[config.mk]
export PLATFORM = sky130hd
export DESIGN_NAME = rsso_core
export DESIGN_NICKNAME = d
export VERILOG_FILES = /design/src/rtl/rsso_pkg.sv /design/src/rtl/rsso_alu.sv /design/src/rtl/rsso_core.sv
export VERILOG_INCLUDE_DIRS = /design/src /design/src/rtl
export SDC_FILE = /design/constraint.sdc
export NUM_CORES = 1
export LEC_CHECK = 0
export BUFFER_PORTS_ARGS = -buffer_cell sky130_fd_sc_hd__buf_2
export CAP_MARGIN = 20
export CELL_PAD_IN_SITES_DETAIL_PLACEMENT = 0
export CELL_PAD_IN_SITES_GLOBAL_PLACEMENT = 1
export CORE_MARGIN = 2
export CORE_UTILIZATION = 30
export DETAILED_ROUTE_END_ITERATION = 7
export GPL_TIMING_DRIVEN = 0
export HOLD_SLACK_MARGIN = 0.02
export PLACE_DENSITY = 0.58
export SYNTH_ARGS = -nofsm -noshare
export SYNTH_HDL_FRONTEND = slang
export SYNTH_SLANG_ARGS = --single-unit
[constraint.sdc]
create_clock -name mclk -period 9.75 [get_ports mclk]
set_input_delay 0.4875 -clock mclk [delete_from_list [all_inputs] [get_ports mclk]]
set_output_delay 0.4875 -clock mclk [all_outputs]
set_load 0.05 [all_outputs]
[src/rtl/rsso_consts.svh]
// offsets, field positions, reset values and counts of the rotate/subtract/sleep block
`ifndef RSSO_CONSTS_SVH
`define RSSO_CONSTS_SVH

`define RSSO_ADDR_W 5
`define RSSO_OFS_ACC 5'h00
`define RSSO_OFS_STATUS 5'h04
`define RSSO_OFS_INSTR 5'h08
`define RSSO_OFS_WDOG 5'h0c
`define RSSO_OFS_PTR 5'h10
`define RSSO_OFS_FDATA 5'h14

`define RSSO_FILE_DEPTH 128
`define RSSO_INSTR_MSB 17
`define RSSO_STAT_MSB 4
`define RSSO_STAT_SW_MSB 2
`define RSSO_WDOG_PRE_LSB 8
`define RSSO_PTR_MSB 6

`define RSSO_ACC_RST 8'h00
`define RSSO_STAT_RST 5'h18
`define RSSO_PTR_RST 7'h00
`define RSSO_WDOG_CLR 8'h00
`define RSSO_RDATA_RST 32'h00000000
`define RSSO_HALF_BORROW_MSB 3

`endif

[src/rtl/rsso_pkg.sv]
// types of the rotate/subtract/sleep block
package rsso_pkg;

    typedef enum logic [1:0] {
        RSSO_OP_ROTL = 2'b00,
        RSSO_OP_ROTR = 2'b01,
        RSSO_OP_LITSUB = 2'b10,
        RSSO_OP_SLEEP = 2'b11
    } rsso_op_type;

    typedef enum logic {
        RSSO_RUN = 1'b0,
        RSSO_HALT = 1'b1
    } rsso_state_type;

    typedef struct packed {
        rsso_op_type op;
        logic destFile;
        logic [6:0] fileAddr;
        logic [7:0] literal;
    } rsso_instr_type;

    typedef struct packed {
        logic timeOut;
        logic powerDown;
        logic zero;
        logic halfBorrow;
        logic carry;
    } rsso_status_type;

    typedef struct packed {
        rsso_op_type op;
        logic [7:0] operand;
        logic [7:0] acc;
        logic [7:0] literal;
        logic carryIn;
    } rsso_alu_in_type;

    typedef struct packed {
        logic [7:0] result;
        logic carry;
        logic halfBorrow;
        logic zero;
    } rsso_alu_out_type;

endpackage

[src/rtl/rsso_alu.sv]
// combinational rotate and literal-minus-accumulator datapath
`timescale 1ns/1ps
`include "rsso_consts.svh"
module rsso_alu (
    input rsso_pkg::rsso_alu_in_type aluIn,
    output rsso_pkg::rsso_alu_out_type aluOut
);
    import rsso_pkg::*;

    function automatic logic [8:0] litMinusAcc(input logic [7:0] lit, input logic [7:0] acc);
        logic [8:0] diff;
        diff = {1'b0, lit} - {1'b0, acc};
        litMinusAcc = {~diff[8], diff[7:0]};
    endfunction

    always_comb begin
        logic [8:0] sub;
        sub = litMinusAcc(aluIn.literal, aluIn.acc);
        aluOut.result = aluIn.operand;
        aluOut.carry = aluIn.carryIn;
        aluOut.halfBorrow = 1'b0;
        aluOut.zero = 1'b0;
        case (aluIn.op)
            RSSO_OP_ROTL: begin
                aluOut.result = {aluIn.operand[6:0], aluIn.carryIn}; // RL1
                aluOut.carry = aluIn.operand[7]; // RL1
            end
            RSSO_OP_ROTR: begin
                aluOut.result = {aluIn.carryIn, aluIn.operand[7:1]}; // RL3
                aluOut.carry = aluIn.operand[0]; // RL3
            end
            RSSO_OP_LITSUB: begin
                aluOut.result = sub[7:0]; // RL7
                aluOut.carry = sub[8]; // RL8
                aluOut.halfBorrow = aluIn.literal[`RSSO_HALF_BORROW_MSB:0]
                    >= aluIn.acc[`RSSO_HALF_BORROW_MSB:0]; // RL8
                aluOut.zero = (sub[7:0] == 8'h00); // RL9
            end
            default: begin
                aluOut.result = aluIn.operand;
            end
        endcase
    end
endmodule

[src/rtl/rsso_core.sv]
// rotate/subtract/sleep execution block with avalon-mm register slave
// Behaviour
// RL1: rotate-left moves file register bits up, carry into bit 0, bit 7 out.
// RL2: destination select 0 writes accumulator, 1 writes the file register.
// RL3: rotate-right moves bits down, carry into bit 7, bit 0 out; only carry changes.
// RL4: sleep clears the watchdog counter and its prescaler.
// RL5: sleep clears the power-down flag and sets the time-out flag.
// RL6: sleep halts with the oscillator stopped; nothing executes until wake-up.
// RL7: literal-minus-accumulator puts the 8-bit two's complement difference into accumulator.
// RL8: carry is 0 when acc exceeds literal; half flag likewise on low nibbles.
// RL9: literal-minus-accumulator sets zero flag exactly when the result is zero.
//
// Implementation choices: the Avalon-MM register port and the register addresses.
`timescale 1ns/1ps
`include "rsso_consts.svh"
module rsso_core #(
    parameter int PRE_W = 8
) (
    input wire logic mclk,
    input wire logic sys_rst,
    input wire logic ce,
    input wire logic [`RSSO_ADDR_W-1:0] avs_address,
    input wire logic avs_read,
    input wire logic avs_write,
    input wire logic [31:0] avs_writedata,
    output logic [31:0] avs_readdata,
    output logic avs_waitrequest,
    input wire logic wakeUp,
    output logic oscStopped
);
    import rsso_pkg::*;

    if (PRE_W < 1 || PRE_W > 24) begin : g_bad_pre
        $error("PRE_W must lie between 1 and 24");
    end

    logic waitReg, waitNext;
    logic [31:0] rdataReg, rdataNext;
    logic [7:0] accReg, accNext;
    rsso_status_type statReg, statNext;
    logic [6:0] ptrReg, ptrNext;
    rsso_state_type stateReg, stateNext;
    logic oscStopReg, oscStopNext;
    logic [7:0] wdtReg, wdtNext;
    logic [PRE_W-1:0] preReg, preNext;
    logic [23:0] preWide;
    logic [7:0] fileMem [0:`RSSO_FILE_DEPTH-1];
    logic fileWe;
    logic [6:0] fileWaddr;
    logic [7:0] fileWdata;

    logic accept, wrAccept, exec;
    rsso_instr_type instr;
    logic [7:0] fileRd;
    rsso_alu_in_type aluIn;
    rsso_alu_out_type aluOut;

    assign accept = ce && (avs_read || avs_write) && !waitReg;
    assign wrAccept = accept && avs_write;
    assign instr = rsso_instr_type'(avs_writedata[`RSSO_INSTR_MSB:0]);
    assign exec = wrAccept && avs_address == `RSSO_OFS_INSTR && stateReg == RSSO_RUN; // RL6
    assign fileRd = fileMem[instr.fileAddr];
    assign preWide = 24'(preReg);

    assign aluIn.op = instr.op;
    assign aluIn.operand = fileRd;
    assign aluIn.acc = accReg;
    assign aluIn.literal = instr.literal;
    assign aluIn.carryIn = statReg.carry;

    rsso_alu u_alu (
        .aluIn(aluIn),
        .aluOut(aluOut)
    );

    always_comb begin
        waitNext = !((avs_read || avs_write) && waitReg);
        rdataNext = rdataReg;
        accNext = accReg;
        statNext = statReg;
        ptrNext = ptrReg;
        stateNext = stateReg;
        wdtNext = wdtReg;
        preNext = preReg;
        fileWe = 1'b0;
        fileWaddr = ptrReg;
        fileWdata = avs_writedata[7:0];
        // watchdog runs only while the oscillator runs
        if (stateReg == RSSO_RUN) begin
            preNext = preReg + 1'b1;
            if (&preReg) begin
                wdtNext = wdtReg + 8'h01;
            end
        end else if (wakeUp) begin
            stateNext = RSSO_RUN;
        end
        // read data prepared one cycle ahead of the accepting edge
        if (avs_read && waitReg) begin
            case (avs_address)
                `RSSO_OFS_ACC: rdataNext = {24'h000000, accReg};
                `RSSO_OFS_STATUS: rdataNext = {27'h0, statReg};
                `RSSO_OFS_WDOG: rdataNext = {8'h00, preWide[15:0], wdtReg};
                `RSSO_OFS_PTR: rdataNext = {25'h0, ptrReg};
                `RSSO_OFS_FDATA: rdataNext = {24'h000000, fileMem[ptrReg]};
                default: rdataNext = `RSSO_RDATA_RST;
            endcase
        end
        if (wrAccept) begin
            case (avs_address)
                `RSSO_OFS_ACC: accNext = avs_writedata[7:0];
                `RSSO_OFS_STATUS: begin
                    statNext.zero = avs_writedata[2];
                    statNext.halfBorrow = avs_writedata[1];
                    statNext.carry = avs_writedata[0];
                end
                `RSSO_OFS_PTR: ptrNext = avs_writedata[`RSSO_PTR_MSB:0];
                `RSSO_OFS_FDATA: fileWe = 1'b1;
                default: begin
                end
            endcase
        end
        if (exec) begin
            case (instr.op)
                RSSO_OP_ROTL, RSSO_OP_ROTR: begin
                    statNext.carry = aluOut.carry; // RL3
                    if (instr.destFile) begin
                        fileWe = 1'b1; // RL2
                        fileWaddr = instr.fileAddr;
                        fileWdata = aluOut.result;
                    end else begin
                        accNext = aluOut.result; // RL2
                    end
                end
                RSSO_OP_LITSUB: begin
                    accNext = aluOut.result; // RL7
                    statNext.carry = aluOut.carry; // RL8
                    statNext.halfBorrow = aluOut.halfBorrow; // RL8
                    statNext.zero = aluOut.zero; // RL9
                end
                RSSO_OP_SLEEP: begin
                    wdtNext = `RSSO_WDOG_CLR; // RL4
                    preNext = '0; // RL4
                    statNext.timeOut = 1'b1; // RL5
                    statNext.powerDown = 1'b0; // RL5
                    stateNext = RSSO_HALT; // RL6
                end
                default: begin
                end
            endcase
        end
        oscStopNext = (stateNext == RSSO_HALT); // RL6
    end

    always_ff @(posedge mclk) begin
        if (sys_rst) begin
            waitReg <= 1'b1;
            rdataReg <= `RSSO_RDATA_RST;
            accReg <= `RSSO_ACC_RST;
            statReg <= `RSSO_STAT_RST;
            ptrReg <= `RSSO_PTR_RST;
            stateReg <= RSSO_RUN;
            oscStopReg <= 1'b0;
            wdtReg <= `RSSO_WDOG_CLR;
            preReg <= '0;
        end else if (ce) begin
            waitReg <= waitNext;
            rdataReg <= rdataNext;
            accReg <= accNext;
            statReg <= statNext;
            ptrReg <= ptrNext;
            stateReg <= stateNext;
            oscStopReg <= oscStopNext;
            wdtReg <= wdtNext;
            preReg <= preNext;
        end
    end

    always_ff @(posedge mclk) begin
        if (ce && fileWe) begin
            fileMem[fileWaddr] <= fileWdata;
        end
    end

    assign avs_readdata = rdataReg;
    assign avs_waitrequest = waitReg;
    assign oscStopped = oscStopReg;
endmodule

==> impl_metrics.json, run 1 <==
{
  "maxSlewHeadroom_pct": 15.4,
  "synthArstFlopShare_pct": 0,
  "cp-start-kind": "primary input",
  "insertion_delay_ns": 0.78,
  "period_share_pct": 70.7,
  "critPathTopFamily": "buffers and inverters",
  "wl_met3_um": 23500,
  "area_delta_synth_final_pct": 16.8,
  "detail-route-antenna-nets": 0,
  "synth_area_per_cell_um2": 19.0,
  "synth_ff_type": "edfxtp_1",
  "io_pins": 77,
  "antenna_found_initial": 10,
  "cts_buffers": 119,
  "die_h_um": 419,
  "worstMarginPinSlew_ns": 1.27,
  "ff2ff_setup_slack_ns": 4.59,
  "ys_seq_area_share_pct": 61.9,
  "wl_per_cell_um": 40.1,
  "status": "complete, no violations",
  "top_layer": "met5",
  "fp-row-count": 152,
  "n_fill_cell": 16016,
  "cts.clk_slew.worst_paths_ns": 0.06,
  "synth_top_cell_by_area": "edfxtp_1",
  "drtIter0Drc": 5413,
  "track_usage_pct": 24.6,
  "cp_max_fo": 39,
  "start_util_pct": 30.1,
  "hpwl_um": 157000,
  "syn_inst": 2721,
  "cts_resized": 0,
  "vias": 32354,
  "fin_area_um2": 60300,
  "drv_slew": 0,
  "hold_viol": 0,
  "coreArea_um2": 171000,
  "required_ns": 10.22,
  "grt_pass1_vias": 31147,
  "cp_common_cell": "buf_2",
  "layout-drive-gt1-share_pct": 33.5,
  "setup_viol": 0,
  "ys_top_cells_by_count": "1024 x edfxtp_1, 588 x mux4_2, 175 x nor2_1",
  "drcViolationCount": 0,
  "leakagePower_nw": 18.4,
  "wirelength_um": 216000,
  "synth_area_um2": 51700,
  "gp_congestion": 1.06,
  "hold_buffers": 2,
  "final.setup.tns_ns": 0,
  "path_class": "primary input to flop",
  "place_area_um2": 56100,
  "clock-sinks": 1084,
  "path_cells": "buf_2 -> buf_2 -> buf_2 -> clkbuf_2 -> buf_2 -> mux4_2 -> mux2i_1 -> nor2_1 -> nor4_1 -> o221ai_1 -> o22ai_1 -> o21ai_4 -> buf_12 -> buf_12",
  "grt_max_degree": 66,
  "ir_drop_uv": 179,
  "yosys_warnings": 0,
  "synth_area_leaders": "edfxtp_1 60%, mux4_2 26%, dfxtp_1 2.3%",
  "wl_met2_um": 94400,
  "skew_ns": 0.0412,
  "critPathBufInv": 7,
  "cp_slowest_cell": "nor4_1",
  "max_stage_delay_ns": 0.84,
  "synth.distinct_cells": 76,
  "clockBufferDepth": 3,
  "cts_max_level": 3,
  "synth.most_common_cell": "edfxtp_1",
  "grt_overflow_total": 0,
  "cp-end-kind": "flop",
  "dieArea_um2": 176000,
  "maxCapViolCount": 0,
  "clock.fmax_mhz": 145,
  "synth-edff-count": 1024,
  "cts-root-buf": "clkbuf_16",
  "powerDensity_nw_per_um2": 176,
  "cts_tree": "done",
  "yosys.area.top_type_share_pct": 59.5,
  "finalCriticalPeriod_ns": 6.89,
  "drtPass1Iterations": 8,
  "cp.arrival_ns": 7.36,
  "die_w_um": 419,
  "grt_pass1_wl_um": 287000,
  "viasPerCell": 5.99,
  "port-buffer-count": 39,
  "m1WireLength_um": 85500,
  "report.power.total_w": 0.0106,
  "synth-seq-cells": 1084,
  "post_cts_buffers": 0,
  "grt_setup_unrepaired": "false",
  "nets": 3040,
  "hold_path_class": "primary input to flop"
}
[cell families (layout without fill, tap and decap cells)]
group | count (synthesis) | after routing | share of synthesized area [%]
buffers and inverters | 246 | 594 | 2.40
muxes | 708 | 708 | 28.4
other | 1 | 21 | 0.00726
AOI/OAI and AO/OA | 218 | 218 | 2.87
xor gates and xnor gates | 15 | 15 | 0.254
and+or+nand+nor | 433 | 433 | 3.81
DFF | 1084 | 1084 | 61.9
adders and majority gates | 16 | 16 | 0.402
[per-layer routing]
metal | GRT usage, % | vias up
li1 | - | 12116
met1 | 33.4 | 17594
met2 | 36.4 | 2206
met3 | 6.11 | 436
met4 | 12.7 | 2
met5 | 0 | -
[state kept, by name, indices dropped and copies added, names as in the netlist, named ones only]
signal           flops
ptrReg               7
statReg              3
avs_waitrequest      1
accReg               8
aluIn                1
preReg               8
oscStopped           1
avs_readdata        16
wdtReg               8
fileMem           1024
[worst paths after layout]
path                      end  cells past startpoint              from
min reg2reg  avs_readdata[12]                      2  avs_readdata[12]
max reg2reg    fileMem[27][3]                      9   avs_waitrequest
min           avs_waitrequest                      4         avs_write
max            fileMem[45][2]                     14  avs_writedata[9]
[final cells by class]
class                           count  area, um^2  area share, %
Tap cell                         2310        2890           4.79
Timing Repair Buffer              124        1480           2.45
Antenna cell                        5        12.5         0.0207
Buffer                            214        1140           1.90
Sequential cell                  1084       32000           53.0
Multi-Input combinational cell   1406       18600           30.9
Clock buffer                      147        3170           5.25
Clock inverter                     77         932           1.55
Inverter                           32         120          0.199
[tightest hold or removal path, delay by kind of cell]
kind	cells	cell delay [ns]
AOI/OAI and AO/OA	2	0.16
buffers and inverters	1	0.10
and+or+nand+nor	1	0.05
[stage by stage]
step                      worst slack [ns]  hold slack, ns  instances  utilization (%)
after global routing                  3.00           0.119       5394             35.2
after detailed placement              2.25           0.440       5162             32.7
final                                 2.86          0.0650       5399             35.2
after CTS                             3.06          0.0216       5388             35.2
after global placement              -10.97           0.440       5085             32.0
after floorplan                      0.696           0.426       2736                -
[power breakdown]
part,internal (W),switching [W]
Combinational,0.000208,0.000468
Clock,0.00287,0.00196
Sequential,0.00509,0.00000179
[placed cells by master, fill, tap and decap left out, types with 31 or more instances in the layout]
master / Yosys / layout
edfxtp_1: 1024 / 1024
mux4_2: 588 / 588
nor2_1: 175 / 174
nand2_1: 124 / 123
clkbuf_16: 0 / 123
clkbuf_1: 97 / 104
buf_2: 55 / 98
mux2i_1: 94 / 94
dfxtp_1: 60 / 60
a21oi_1: 47 / 46
buf_4: 29 / 42
a22oi_1: 37 / 37
buf_8: 2 / 34
clkinv_1: 0 / 33
nand3_1: 32 / 32
inv_1: 31 / 31
Note: power is estimated with default switching activity, not from simulation.
==> run 2, diff against run 1 <==
--- a/config.mk
+++ b/config.mk
@@ -15,7 +15,7 @@
 export DETAILED_ROUTE_END_ITERATION = 7
 export GPL_TIMING_DRIVEN = 0
 export HOLD_SLACK_MARGIN = 0.02
-export PLACE_DENSITY = 0.58
+export PLACE_DENSITY = 0.6
 export SYNTH_ARGS = -nofsm -noshare
 export SYNTH_HDL_FRONTEND = slang
 export SYNTH_SLANG_ARGS = --single-unit
==> constraint.sdc (replaced) <==
create_clock -name mclk -period 5.8 [get_ports mclk]
set_input_delay 0.29 -clock mclk [delete_from_list [all_inputs] [get_ports mclk]]
set_output_delay 0.29 -clock mclk [all_outputs]
set_load 0.05 [all_outputs]
==> run 2 against run 1 <==
The flow now finishes with violations (negative setup slack); via count is 0.36% higher; register-to-register slack worse by 4.0 ns; non-clock buffer count is 12 higher; hold slack worse by 0.047 ns; clock power is 59% higher; final cell count is 0.15% higher; critical path type unchanged; critical endpoint is now fileMem[25][3]; largest cell class unchanged.
==> impl_metrics.json, run 2 (same netlist as run 1, synthesis figures left out) <==
{
  "largest_register_ffs": 1024,
  "viasPerCell": 6.01,
  "grt_overflow_total": 0,
  "regArea_um2": 32000,
  "drv_slew": 0,
  "skew_ns": 0.0616,
  "drcViolationCount": 0,
  "hpwl_um": 158000,
  "worstMarginPinSlew_ns": 1.25,
  "layout-drive-gt1-share_pct": 33.6,
  "min_from": "ce",
  "insertion_delay_ns": 0.80,
  "setup_ws_ns": -0.0474,
  "n_fill_cell": 16023,
  "grt_setup_unrepaired": "false",
  "wl_per_cell_um": 40.0,
  "detail-route-antenna-nets": 0,
  "ir_drop_uv": 239,
  "cts.clk_slew.worst_paths_ns": 0.07,
  "regMostFlops": "fileMem",
  "area_delta_synth_final_pct": 16.7,
  "drtIter0Drc": 5324,
  "io_pins": 77,
  "clock.fmax_mhz": 171,
  "grt_pass1_vias": 31177,
  "cts_tree": "done",
  "leakagePower_nw": 18.4,
  "coreArea_um2": 171000,
  "vias": 32470,
  "antenna_found_initial": 10,
  "status": "complete, but fails checks",
  "powerDensity_nw_per_um2": 288,
  "hold_path_class": "primary input to flop",
  "hold_viol": 0,
  "final_cell_mix": "1024 x edfxtp_1, 588 x mux4_2, 169 x nor2_1",
  "cp-end-kind": "flop",
  "cp_max_fo": 23,
  "path_class": "primary input to flop",
  "cp-start-kind": "primary input",
  "track_usage_pct": 24.6,
  "setup_viol": 88,
  "grt_max_degree": 66,
  "violations": "negative setup slack",
  "cts-root-buf": "clkbuf_16",
  "clockBufferDepth": 3,
  "cts_buffers": 117,
  "port-buffer-count": 39,
  "die_h_um": 419,
  "crit-reg2reg-launch": "avs_waitrequest",
  "layout_commonest_cell": "edfxtp_1",
  "maxSlewHeadroom_pct": 16.8,
  "wirelength_um": 216000,
  "dpl.cell_count": 5168,
  "maxCapViolCount": 0,
  "nets": 3050,
  "grt_pass1_wl_um": 287000,
  "crit_start": "avs_writedata[10]",
  "instances_no_fill": 5407,
  "cp.arrival_ns": 6.36,
  "finalCriticalPeriod_ns": 5.85,
  "required_ns": 6.32,
  "period_share_pct": 101,
  "multi_input_area_um2": 18600,
  "dieArea_um2": 176000,
  "drtPass1Iterations": 6,
  "report.power.total_w": 0.0174,
  "whs_ns": 0.0178,
  "cts_max_level": 3,
  "clock-sinks": 1084,
  "gp_congestion": 1.04,
  "die_w_um": 419,
  "start_util_pct": 30.1,
  "fp-row-count": 152
}
==> run 2: what timing repair did <==
action | 4_1_cts | 5_1_grt
endpoints found under the setup margin | 642 | 121
hold buffers | 14 | 0
buffers inserted | 0 | 0
gates resized for setup | 12 | 4
endpoints found under the hold margin | 26 | 0
==> run 2: per-stage QoR <==
stage	setup TNS [ns]	util [%]	worst slack, ns	cell area [um^2]
2_1_floorplan	0	-	0.941	51700
3_3_place_gp	-6228.25	32.0	-5.75	54800
3_5_place_dp	-1122.97	32.8	-1.57	56200
4_1_cts	0	35.1	0.0123	60200
5_1_grt	0	35.2	0.0300	60300
6_report	-2.61	35.2	-0.0474	60300
==> run 2: path summary, 6_finish.rpt <==
kind                           end  slack [ns]  cells after the start
setup / recovery    fileMem[25][3]       -0.05                     15
hold / removal     avs_waitrequest        0.02                      3
setup reg to reg   fileMem[116][1]        0.60                     10
hold reg to reg   avs_readdata[11]        0.45                      2
==> run 2: report_power, final <==
| part | internal, W | total (W) | switching [W] |
|---|---|---|---|
| Clock | 0.00434 | 0.00766 | 0.00331 |
| Combinational | 0.000360 | 0.00114 | 0.000781 |
| Sequential | 0.00855 | 0.00855 | 0.00000304 |
==> run 2: routing by layer <==
metal  vias up  global-route usage, %  part of all wire (%)
met5         -                      0                0.0065
met3       440                   5.42                    10
li1      12159                      -                     -
met4         2                   13.3                   6.3
met1     17673                   33.9                    40
met2      2196                   36.1                    44
==> run 2: area by class of cell <==
cell class                      instances  share of cell area, %
Antenna cell                            4                 0.0166
Clock buffer                          138                   5.02
Sequential cell                      1084                   53.0
Inverter                               32                  0.199
Multi-Input combinational cell       1406                   30.9
Clock inverter                         83                   1.36
Buffer                                211                   1.90
Tap cell                             2310                   4.80
Timing Repair Buffer                  139                   2.77
==> run 2: worst max-delay path: stages <==
cell and delay (ns):
clkbuf_1 0.36, inv_2 0.54, buf_4 0.48, buf_4 0.51, buf_2 0.80, mux2i_1 0.67, nor2_1 0.11, nor4_2 0.61
o221ai_1 0.54, a21oi_2 0.41, o31ai_4 0.20, buf_8 0.22, buf_8 0.17, buf_8 0.17, buf_8 0.16
